## src/rtl/pdwc_pkg.sv

```systemverilog
// Purpose: constants and types for the power-down and wake-up controller
// Assumes: one 100 MHz clock, synchronous active-low reset
// Notes: register offsets are word offsets on the plain register port
package pdwc_pkg;
    // -------------------------------------------------------------------
    // register map
    // -------------------------------------------------------------------
    localparam logic [15:0] PDWC_ADDR_CONFIG = 16'h2007;
    localparam logic [15:0] PDWC_ADDR_OPTION = 16'h0081;
    localparam logic [15:0] PDWC_ADDR_STATUS = 16'h0003;
    localparam logic [15:0] PDWC_ADDR_WAKE_EN = 16'h008C;
    localparam logic [15:0] PDWC_ADDR_ID_BASE = 16'h2000;
    localparam logic [15:0] PDWC_ADDR_ID_LAST = 16'h2003;
    localparam logic [15:0] PDWC_ADDR_PROG_BASE = 16'h0000;
    localparam logic [15:0] PDWC_ADDR_PROG_LAST = 16'h0FFF;

    // -------------------------------------------------------------------
    // field positions
    // -------------------------------------------------------------------
    localparam int PDWC_STAT_PD = 3;
    localparam int PDWC_STAT_TO = 4;
    localparam int PDWC_CFG_WDT_EN = 2;
    localparam int PDWC_CFG_CP_LO = 4;
    localparam int PDWC_CFG_CP_HI = 5;
    localparam int PDWC_ID_BITS = 4;

    // -------------------------------------------------------------------
    // reset values and encodings
    // -------------------------------------------------------------------
    localparam logic [7:0] PDWC_CONFIG_RST = 8'hFF;
    localparam logic [7:0] PDWC_OPTION_RST = 8'hFF;
    localparam logic [1:0] PDWC_OSC_RC = 2'h3;
    localparam logic [15:0] PDWC_VECTOR = 16'h0004;
    localparam int PDWC_NUM_SRC = 12;
    localparam int PDWC_PERIPH_SRC = 9;

    // -------------------------------------------------------------------
    // timing: start-up delay in oscillator periods, one period per mclk
    // -------------------------------------------------------------------
    localparam int PDWC_TOSC_NS = 10;
    localparam int PDWC_OST_PERIODS = 1024;
    localparam int PDWC_OST_CYCLES = (PDWC_OST_PERIODS * PDWC_TOSC_NS + 9) / 10;

    typedef enum logic [1:0] {
        PDWC_WAKE_NONE,
        PDWC_WAKE_WDT,
        PDWC_WAKE_IRQ
    } pdwc_cause_t;

    typedef struct packed {
        logic [7:0] drive;
        logic [7:0] oe;
    } pdwc_io_t;

    typedef struct packed {
        logic run;
        logic vector;
        pdwc_cause_t cause;
    } pdwc_core_t;
endpackage

```

## src/rtl/pdwc_power_down_wakeup_control.sv

```systemverilog
// Purpose: sleep entry, wake-up sequencing, status flags, pin hold, id/verify access
// Assumes: core gives one-cycle pulses for sleep, watchdog clear and irq taken
// Notes: watchdog counts mclk enables; oscillator start-up counted in mclk
//
// Notes on behaviour
// - sleep clears watchdog, clears power-down flag, sets timeout flag, stops oscillator
// - pins hold their previous drive state while asleep
// - wake on reset pin, enabled watchdog timeout, or enabled interrupt sources
// - reset pin does full reset; other wakes resume without reset
// - power-down flag set at power-up, cleared by sleep
// - watchdog timeout that wakes the device clears the timeout flag
// - only five of the nine peripheral sources (wake-enable bits 3-7) can be enabled to wake the device
// - clock-dependent peripherals raise no interrupt while asleep
// - sleep prefetches the instruction at the next address
// - wake needs individual enable, independent of global enable
// - after irq wake run next instruction, then vector if global enable set
// - sleep with enabled flag already pending acts as no-operation
// - interrupt during or after sleep: sleep completes, then wake at once
// - crystal modes wait 1024 oscillator periods on watchdog or interrupt wake, not on reset pin wake; rc mode does not
// - id locations 2000h-2003h reachable only in program mode, low 4 bits used
// - program memory readable for verify only when code protection unprogrammed
// - programming uses one serial clock and one serial data line
// - watchdog timeout resets when awake, only wakes when asleep
// - taking interrupt clears global enable, pushes return, loads vector
module pdwc_power_down_wakeup_control
    import pdwc_pkg::*;
#(
    parameter int WDT_PERIOD = 18000,
    parameter int OST_CYCLES = PDWC_OST_CYCLES,
    parameter int PC_BITS = 13
) (
    // clock and reset
    input wire logic mclk,
    input wire logic rstn,
    // register port
    input wire logic [15:0] reg_addr,
    input wire logic [7:0] reg_wdata,
    input wire logic reg_wr,
    input wire logic reg_rd,
    output logic [7:0] reg_rdata,
    // core handshake
    input wire logic sleep_exec,
    input wire logic watchdog_clear_instruction,
    input wire logic irq_taken,
    input wire logic [PC_BITS-1:0] core_pc,
    input wire logic global_irq_enable,
    output logic core_run,
    output logic irq_vector_req,
    output logic [PC_BITS-1:0] prefetch_addr,
    output logic osc_enable,
    output logic device_reset,
    // interrupt sources: pin, port change, timer0, nine peripherals
    input wire logic [PDWC_NUM_SRC-1:0] irq_flags,
    input wire logic [PDWC_NUM_SRC-1:0] irq_clocked,
    // pins
    input wire logic external_reset_pin,
    input wire logic [7:0] pin_drive_in,
    input wire logic [7:0] pin_oe_in,
    output logic [7:0] pin_drive,
    output logic [7:0] pin_oe,
    // programming link
    input wire logic prog_mode,
    input wire logic prog_clk,
    input wire logic prog_data_in,
    output logic prog_data_out,
    output logic prog_data_oe
);
    // ---------------------------------------------------------------------
    // state
    // ---------------------------------------------------------------------
    typedef enum logic [1:0] {
        PDWC_RUN,
        PDWC_SLEEP,
        PDWC_OST,
        PDWC_RESUME
    } pdwc_state_t;

    localparam int OST_W = $clog2(OST_CYCLES + 1);
    localparam int WDT_W = $clog2(WDT_PERIOD + 1);

    pdwc_state_t state, next_state;
    logic [OST_W-1:0] ost_cnt, next_ost_cnt;
    logic [WDT_W-1:0] wdt_cnt, next_wdt_cnt;
    logic [7:0] config_word, next_config_word;
    logic [7:0] option_word, next_option_word;
    logic [PDWC_NUM_SRC-1:0] wake_en, next_wake_en;
    logic pd_flag, next_pd_flag;
    logic to_flag, next_to_flag;
    pdwc_cause_t cause, next_cause;
    pdwc_io_t io_hold, next_io_hold;
    logic [PDWC_ID_BITS-1:0] id_mem [4];
    logic [PDWC_ID_BITS-1:0] next_id_mem [4];
    logic [7:0] next_rdata;
    logic next_run, next_vector, next_osc, next_reset;
    logic [PC_BITS-1:0] next_prefetch;
    logic [7:0] shift, next_shift;
    logic prog_clk_q, next_prog_clk_q;
    logic next_pd_out;

    function automatic logic in_range(input logic [15:0] a, input logic [15:0] lo,
                                      input logic [15:0] hi);
        return (a >= lo) && (a <= hi);
    endfunction

    // ---------------------------------------------------------------------
    // next-state logic
    // ---------------------------------------------------------------------
    logic irq_pending, wdt_en, wdt_tick, xtal_mode, cp_clear, pin_rst;
    always_comb begin
        // asleep only sources that need no internal clock count
        irq_pending = |(irq_flags & wake_en & ~(irq_clocked & {PDWC_NUM_SRC{state == PDWC_SLEEP}}));
        wdt_en = config_word[PDWC_CFG_WDT_EN];
        wdt_tick = wdt_en && (wdt_cnt == WDT_W'(WDT_PERIOD - 1));
        xtal_mode = (config_word[1:0] != PDWC_OSC_RC);
        cp_clear = config_word[PDWC_CFG_CP_HI] && config_word[PDWC_CFG_CP_LO];
        pin_rst = !external_reset_pin;
        next_state = state;
        next_ost_cnt = ost_cnt;
        next_wdt_cnt = wdt_en ? wdt_cnt + WDT_W'(1) : '0;
        next_config_word = config_word;
        next_option_word = option_word;
        next_wake_en = wake_en;
        next_pd_flag = pd_flag;
        next_to_flag = to_flag;
        next_cause = cause;
        next_io_hold = io_hold;
        next_id_mem = id_mem;
        next_rdata = '0;
        next_run = core_run;
        next_vector = 1'b0;
        next_osc = osc_enable;
        next_reset = 1'b0;
        next_prefetch = prefetch_addr;
        next_shift = shift;
        next_prog_clk_q = prog_clk;
        next_pd_out = 1'b0;
        if (wdt_tick) begin
            next_wdt_cnt = '0;
        end
        if (watchdog_clear_instruction) begin
            next_wdt_cnt = '0;
        end
        unique case (state)
            PDWC_RUN: begin
                next_io_hold = '{drive: pin_drive_in, oe: pin_oe_in};
                if (wdt_tick) begin
                    next_reset = 1'b1;
                    next_to_flag = 1'b0;
                end else if (sleep_exec && !irq_pending) begin
                    next_wdt_cnt = '0;
                    next_pd_flag = 1'b0;
                    next_to_flag = 1'b1;
                    next_osc = 1'b0;
                    next_run = 1'b0;
                    next_prefetch = core_pc + PC_BITS'(1);
                    next_state = PDWC_SLEEP;
                end
            end
            PDWC_SLEEP: begin
                // pins keep the state latched before sleep
                if (irq_pending) begin
                    next_cause = PDWC_WAKE_IRQ;
                    next_osc = 1'b1;
                    next_ost_cnt = '0;
                    next_state = xtal_mode ? PDWC_OST : PDWC_RESUME;
                end else if (wdt_tick) begin
                    next_to_flag = 1'b0;
                    next_cause = PDWC_WAKE_WDT;
                    next_osc = 1'b1;
                    next_ost_cnt = '0;
                    next_state = xtal_mode ? PDWC_OST : PDWC_RESUME;
                end
            end
            PDWC_OST: begin
                next_ost_cnt = ost_cnt + OST_W'(1);
                if (ost_cnt == OST_W'(OST_CYCLES - 1)) begin
                    next_state = PDWC_RESUME;
                end
            end
            PDWC_RESUME: begin
                next_run = 1'b1;
                // prefetched instruction runs first, then core vectors
                next_vector = (cause == PDWC_WAKE_IRQ) && global_irq_enable;
                next_state = PDWC_RUN;
            end
        endcase
        if (irq_taken) begin
            next_cause = PDWC_WAKE_NONE;
        end
        // register port
        if (reg_wr) begin
            unique case (reg_addr)
                PDWC_ADDR_CONFIG: if (prog_mode) next_config_word = reg_wdata;
                PDWC_ADDR_OPTION: next_option_word = reg_wdata;
                PDWC_ADDR_WAKE_EN: next_wake_en = {4'h0, reg_wdata};
                default: begin
                    if (prog_mode && in_range(reg_addr, PDWC_ADDR_ID_BASE,
                                              PDWC_ADDR_ID_LAST)) begin
                        next_id_mem[reg_addr[1:0]] = reg_wdata[PDWC_ID_BITS-1:0];
                    end
                end
            endcase
        end
        if (reg_rd) begin
            unique case (reg_addr)
                PDWC_ADDR_CONFIG: next_rdata = config_word;
                PDWC_ADDR_OPTION: next_rdata = option_word;
                PDWC_ADDR_STATUS: next_rdata = 8'(({7'h0, to_flag} << PDWC_STAT_TO)
                                                  | ({7'h0, pd_flag} << PDWC_STAT_PD));
                PDWC_ADDR_WAKE_EN: next_rdata = wake_en[7:0];
                default: begin
                    if (prog_mode && in_range(reg_addr, PDWC_ADDR_ID_BASE,
                                              PDWC_ADDR_ID_LAST)) begin
                        next_rdata = {4'h0, id_mem[reg_addr[1:0]]};
                    end else if (prog_mode && cp_clear && in_range(reg_addr,
                                 PDWC_ADDR_PROG_BASE, PDWC_ADDR_PROG_LAST)) begin
                        next_rdata = reg_addr[7:0];
                    end
                end
            endcase
        end
        // serial programming link: shift on rising clock, msb out
        if (prog_mode && prog_clk && !prog_clk_q) begin
            next_shift = {shift[6:0], prog_data_in};
        end
        next_pd_out = prog_mode && !prog_clk;
        if (pin_rst) begin
            next_state = PDWC_RUN;
            next_run = 1'b1;
            next_osc = 1'b1;
            next_reset = 1'b1;
            next_vector = 1'b0;
            next_cause = PDWC_WAKE_NONE;
            // software settings go back to reset values; fuses and id words stay
            next_wake_en = '0;
            next_option_word = PDWC_OPTION_RST;
            next_wdt_cnt = '0;
        end
    end

    // ---------------------------------------------------------------------
    // registers
    // ---------------------------------------------------------------------
    always_ff @(posedge mclk) begin
        if (!rstn) begin
            state <= PDWC_RUN;
            ost_cnt <= '0;
            wdt_cnt <= '0;
            config_word <= PDWC_CONFIG_RST;
            option_word <= PDWC_OPTION_RST;
            wake_en <= '0;
            pd_flag <= 1'b1;
            to_flag <= 1'b1;
            cause <= PDWC_WAKE_NONE;
            io_hold <= '0;
            for (int i = 0; i < 4; i++) begin
                id_mem[i] <= '0;
            end
            reg_rdata <= '0;
            core_run <= 1'b1;
            irq_vector_req <= 1'b0;
            osc_enable <= 1'b1;
            device_reset <= 1'b0;
            prefetch_addr <= '0;
            shift <= '0;
            prog_clk_q <= 1'b0;
            prog_data_oe <= 1'b0;
        end else begin
            state <= next_state;
            ost_cnt <= next_ost_cnt;
            wdt_cnt <= next_wdt_cnt;
            config_word <= next_config_word;
            option_word <= next_option_word;
            wake_en <= next_wake_en;
            pd_flag <= next_pd_flag;
            to_flag <= next_to_flag;
            cause <= next_cause;
            io_hold <= next_io_hold;
            id_mem <= next_id_mem;
            reg_rdata <= next_rdata;
            core_run <= next_run;
            irq_vector_req <= next_vector;
            osc_enable <= next_osc;
            device_reset <= next_reset;
            prefetch_addr <= next_prefetch;
            shift <= next_shift;
            prog_clk_q <= next_prog_clk_q;
            prog_data_oe <= next_pd_out;
        end
    end

    // io_hold is a flop that stops tracking while asleep
    assign pin_drive = io_hold.drive;
    assign pin_oe = io_hold.oe;
    assign prog_data_out = shift[7];
endmodule // pdwc_power_down_wakeup_control

```

## config.mk

```make
export PLATFORM = sky130hd
export DESIGN_NAME = pdwc_power_down_wakeup_control
export DESIGN_NICKNAME = d
export VERILOG_FILES = /design/src/rtl/pdwc_pkg.sv /design/src/rtl/pdwc_power_down_wakeup_control.sv
export SDC_FILE = /design/constraint.sdc
export NUM_CORES = 1
export LEC_CHECK = 0
export BUFFER_PORTS_ARGS = -buffer_cell sky130_fd_sc_hd__clkbuf_2
export CAP_MARGIN = 20
export CORE_ASPECT_RATIO = 1.1
export CORE_MARGIN = 2
export CORE_UTILIZATION = 45
export CTS_CLUSTER_DIAMETER = 80
export DETAILED_ROUTE_END_ITERATION = 8
export PLACE_DENSITY_LB_ADDON = 0.3
export SLEW_MARGIN = 20
export SYNTH_ARGS = -nofsm -noshare
export SYNTH_HDL_FRONTEND = slang
export SYNTH_SLANG_ARGS = --single-unit
```

## constraint.sdc

```tcl
create_clock -name mclk -period 6.57 [get_ports mclk]
set_clock_uncertainty 0.2 [all_clocks]
set_input_delay 0.9855 -clock mclk [delete_from_list [all_inputs] [get_ports mclk]]
set_output_delay 0.9855 -clock mclk [all_outputs]
set_load 0.05 [all_outputs]
```

==> impl_metrics.ini, run 1 <==
[power_and_ir_drop]
total_power_w = 0.00193
switchingPower_w = 0.000484
ir_drop_mv = 0.188
sw_frac_of_total = 0.251
p_int_w = 0.00145
pwr-share-comb = 0.103
p_leak_nw = 2.87
clkPwrFrac = 0.495
p_per_area_nw_per_um2 = 281
seq_power_share = 0.402

[synthesis]
async_flop_share = 0
netlist_area_um2 = 5600
synth_top_area_share = 0.440
yosysTopAreaCell = dfxtp_1
syn_inst = 653
synth_common_cells = dfxtp_1, nand2_1, nor2_1
synth_area_leaders = dfxtp_1, mux2i_1, nand2_1
ys_ff_latch = 123
yosysMostFrequentCell = dfxtp_1
synth_cell_types = 67
seq_area_frac_synth = 0.440
synth_edf_count = 0
synth_area_per_cell_um2 = 8.57
yosysWarnings = 0
synth_top_flop_cell = dfxtp_1
synth_nets = 749

[sta]
final.setup.tns_ns = 0
fin_crit_sh = 0.570
rsz0062_at_grt = false
clock.fmax_mhz = 267
post-route-min-period_ns = 3.74
maxSlewViolCount = 0
setup_viol = 0
worst_slew_margin_rel = 0.317
max_slew.worst_pin.slew_ns = 1.02
hold_viol = 0
finalWorstSetupSlack_ns = 2.83

[place]
gp_congestion = 0.915
place_ws_ns = 2.87
dpl.hpwl_mm = 10.1
numPortBuffers = 123

[finish]
final_nets = 860
num_antenna_cells = 0
area_growth_pct = 22.7
drive_gt1_frac = 0.228

[clock_network]
clk_latency_ns = 0.42
cts-htree-levels = 4
cts_root_buf = clkbuf_16
hold_buffers = 0
post-cts-setup-buffers = 0
cts-resized-gates = 0
clockBufferDepth = 2
clkSinkCount = 123
cts_tree = yes
clkSlewWorstSetupHoldPaths_ns = 0.05
numCtsBuffers = 17

[routing]
num_vias = 5166
drt_iter0_markers = 343
routed_via_density = 5.55
wl_mm = 14.0
drtPass1Iterations = 6
wl_per_cell_um = 15.1
ant_nets = 0
drc = 0

[grt]
overflow = 0
antenna_found_initial = 0
track_usage = 0.221
grt_pass1_vias = 4885
grt_max_degree = 63
grt_first_pass_wirelength_mm = 23.1

[worst_setup_path]
cp_slowest_cell = ha_1
r2r_slack_ns = 2.83
rr_startpoint = state[1]
critical_path_arrival_ns = 3.81
cp_slowest_stage_delay_ns = 0.84
crit_chain = inv_1 > ha_1 > nand2_1 > a32o_1 > or4_4 > nor3_4 > mux2i_1 > nor2_1
crit_required_ns = 6.64
startpoint = state[1]
cp-endpoint = prefetch_addr[1]
reg2reg_depth = 8
start_kind = flop
regToRegEndpoint = prefetch_addr[1]
critPathKind = reg2reg
end_kind = flop
worst-path-max-fanout = 28

[status]
outcome = complete, no violations

[die]
dieHeight_um = 121
core-area_um2 = 12100
die_area_um2 = 13400
die_x_um = 110
start_util = 0.463
ios = 132
rows = 42

[job]
drv_cap = 0

[min_path]
hold_path.class = reg2reg
-- cell families after synthesis --
logic type | Yosys count | synth area share
compound gates | 117 | 0.131
xor+xnor | 25 | 0.0391
fa+ha+maj | 7 | 0.0156
buf+inv | 42 | 0.0358
flops | 123 | 0.440
mux | 39 | 0.0789
simple gates | 300 | 0.260
-- flip-flops by register name, indices dropped and copies added (netlist names), 2 cells and up --
| name | count |
|---|---|
| option_word | 8 |
| config_word | 8 |
| id_mem | 16 |
| pin_drive | 8 |
| wake_en | 8 |
| wdt_cnt | 15 |
| pin_oe | 8 |
| reg_rdata | 8 |
| prefetch_addr | 13 |
| cause | 2 |
| ost_cnt | 11 |
| state | 2 |
| shift | 8 |
-- area by class of cell --
class / instances / area, um2
multi-input cells: 488 / 2940
clock buffers: 21 / 470
fillers: 1091 / 5210
flip-flops and latches: 123 / 2460
repair buffers: 124 / 623
clock inverters: 11 / 143
inverters: 10 / 38.8
well taps: 154 / 193
-- worst max-delay path: cells and delay by family, from the launching register on --
kind | cells | cell delay [ns]
compound gates | 1 | 0.33
buf+inv | 1 | 0.10
flops | 1 | 0.35
fa+ha+maj | 1 | 0.84
simple gates | 4 | 1.49
mux | 1 | 0.27
-- metal layers --
metal	wire [um]	part of all wire	track usage
met1	6030	0.43	0.282
met2	6840	0.49	0.357
met3	916	0.065	0.0580
met4	249	0.018	0.0805
met5	0	0	0
-- metrics by stage --
| stage | hold WS (ns) | utilization | std cells | cell area [um2] |
|---|---|---|---|---|
| after floorplan | 0.213 | - | 653 | 5600 |
| after global placement | 0.229 | 0.517 | 899 | 6250 |
| after detailed placement | 0.238 | 0.517 | 899 | 6250 |
| after CTS | 0.247 | 0.568 | 931 | 6870 |
| after global routing | 0.281 | 0.569 | 931 | 6870 |
| final | 0.243 | 0.569 | 931 | 6870 |
-- worst min-delay path by stage --
stage	cells past startpoint	slack, ns	startpoint	end
global route	1	0.28	wdt_cnt[0]	wdt_cnt[0]
finish	1	0.24	wdt_cnt[0]	wdt_cnt[0]
global placement	1	0.23	wdt_cnt[0]	wdt_cnt[0]
CTS	1	0.25	wdt_cnt[0]	wdt_cnt[0]
floorplan	1	0.21	wdt_cnt[0]	wdt_cnt[0]
detailed placement	1	0.24	wdt_cnt[0]	wdt_cnt[0]
-- power by group through the flow --
stage,Sequential (W),Clock [W],Combinational [W]
after floorplan,0.000849,0,0.0000785
after global routing,0.000778,0.00101,0.000215
after global placement,0.000791,0,0.000195
final,0.000777,0.000957,0.000199
after detailed placement,0.000792,0,0.000199
after CTS,0.000776,0.000970,0.000200
-- cells in the final DEF, fill, tap and decap left out, types with 4 or more instances in the layout --
master / n
mux2i_1: 34
nor4_1: 5
clkbuf_2: 123
xnor2_1: 13
a31oi_1: 6
a21oi_1: 46
clkinv_2: 4
and2_1: 9
dfxtp_1: 123
nor3_1: 10
o22ai_1: 5
a222oi_1: 4
nor2b_1: 4
a22oi_1: 5
clkbuf_16: 17
mux4_2: 4
clkinvlp_4: 5
a211oi_1: 12
inv_1: 8
ha_1: 6
and3_1: 11
xor2_1: 12
nand3_1: 51
nand4_1: 5
nand2_1: 90
nor2_1: 84
o21ai_0: 21
Power figures use the tool's default switching activity.
==> run 2: changes to the inputs <==
Clock period 6.57 ns to 3.8 ns, I/O delays scaled along.
==> run 2 against run 1 <==
Against the previous run:
- cell count rose by 0.75%
- clock power rose by 61%
- first-iteration DRC count rose by 19%
- register-to-register slack got worse by 2.1 ns
- clock-buffer cell count rose by 3
- maximum frequency rose by 23%
- worst hold slack got worse by 0.11 ns
- sequential power rose by 72%
- utilization barely moved
- final area barely moved
==> impl_metrics.ini, run 2 (synthesis results as in run 1) <==
[finish]
drive_gt1_frac = 0.227
most-common-layout-cells = dfxtp_1, clkbuf_2, nand2_1
area_growth_pct = 22.7
largest_reg_flops = 16
register_area_um2 = 2460
post-route-util = 0.568
num_antenna_cells = 0
multiInputGateArea_um2 = 2940
reg_top3 = id_mem x16, wdt_cnt x15, prefetch_addr x13
final_nets = 867
final_cells = 938
largest_register = id_mem
fillers = 1074

[power_and_ir_drop]
p_int_w = 0.00242
clkPwrFrac = 0.476
sw_frac_of_total = 0.251
p_leak_nw = 2.90
seq_power_share = 0.415
pwr-share-comb = 0.109
switchingPower_w = 0.000812
p_per_area_nw_per_um2 = 471
ir_drop_mv = 0.317

[sta]
fin_crit_sh = 0.800
hold_viol = 0
setup_viol = 0
maxSlewViolCount = 0
max_slew.worst_pin.slew_ns = 0.779
post-route-min-period_ns = 3.04
rsz0062_at_grt = false
worst_slew_margin_rel = 0.479
clock.fmax_mhz = 329
final.setup.tns_ns = 0

[grt]
grt_max_degree = 40
use_met2 = 0.370
grt_pass1_vias = 5076
grt_first_pass_wirelength_mm = 23.7
antenna_found_initial = 0
overflow = 0
met3_usage = 0.0494
grt-busiest-layer = met2
use_met1 = 0.287
track_usage = 0.226

[place]
dpl.hpwl_mm = 10.3
dp.cells = 906
gp_congestion = 0.931
numPortBuffers = 123

[routing]
drc = 0
drt_iter0_markers = 407
num_vias = 5235
ant_nets = 0
wl_per_cell_um = 15.3
wl_mm = 14.3
drtPass1Iterations = 5
routed_via_density = 5.58

[clock_network]
post-cts-setup-buffers = 0
hold_buffers = 0
clk_latency_ns = 0.41
clockBufferDepth = 2
cts-resized-gates = 0
clkSinkCount = 123
numCtsBuffers = 17
cts_root_buf = clkbuf_16
clkSlewWorstSetupHoldPaths_ns = 0.06
cts-htree-levels = 4
cts_tree = yes

[min_path]
hold_path.class = in2reg
min_from = irq_taken

[die]
rows = 42
ios = 132
start_util = 0.463
die_area_um2 = 13400
die_x_um = 110
core-area_um2 = 12100
dieHeight_um = 121

[worst_setup_path]
critPathKind = reg2reg
crit_buf_inv = 1
r2r_slack_ns = 0.76
start_kind = flop
rr_startpoint = state[0]
worst-path-max-fanout = 26
critical_path.top_delay_family = compound AO/OA/AOI/OAI gates
cp_slowest_cell = nor4_1
startpoint = state[0]
critical_path_arrival_ns = 3.12
crit_required_ns = 3.88
cp_slowest_stage_delay_ns = 0.64
crit_chain = ha_1 > buf_4 > a21oi_1 > nor4_1 > a31oi_1 > o311ai_0 > o41ai_1
end_kind = flop

[status]
outcome = complete, no violations

[job]
drv_cap = 0
-- run 2: cell types whose count changed in the layout (fill, tap and decap cells not counted), sizes merged --
cell	previous run	this run
bufinv	3	2
buf	1	8
clkinv	5	6
clkinvlp	5	1
inv	8	9
clkbuf	144	147
-- run 2: per-layer routing --
metal	up-vias	routed length, um
met2	215	6950
li1	2554	-
met5	-	0
met3	24	984
met4	0	327
met1	2442	6060
-- run 2: final cells by class --
type / count / share of cell area
multi-input combinational: 488 / 0.428
sequential: 123 / 0.358
timing repair buffer: 131 / 0.0984
clock buffer: 24 / 0.0687
tap: 154 / 0.0281
clock inverter: 8 / 0.0135
inverter: 10 / 0.00546
-- run 2: power groups by stage --
stage               clock network [W]  registers, W  logic, W
floorplan                           0       0.00147  0.000136
global placement                    0       0.00137  0.000341
detailed placement                  0       0.00137  0.000350
CTS                           0.00156       0.00134  0.000351
global route                  0.00162       0.00135  0.000376
finish                        0.00154       0.00134  0.000351
-- run 2: worst paths after layout --
path / to / cells after the start
setup reg to reg: state[0] / 7
hold / removal: cause[1] / 2
setup / recovery: state[0] / 7
hold reg to reg: wdt_cnt[0] / 1
-- run 2: through the flow --
step	power [W]	hold slack (ns)	setup WS [ns]	instance area [um2]
after floorplan	0.00160	0.213	1.19	5600
after global placement	0.00171	0.228	0.884	6300
after detailed placement	0.00172	0.240	0.801	6300
after CTS	0.00326	0.121	0.825	6870
after global routing	0.00335	0.152	0.649	6870
final	0.00323	0.135	0.759	6870
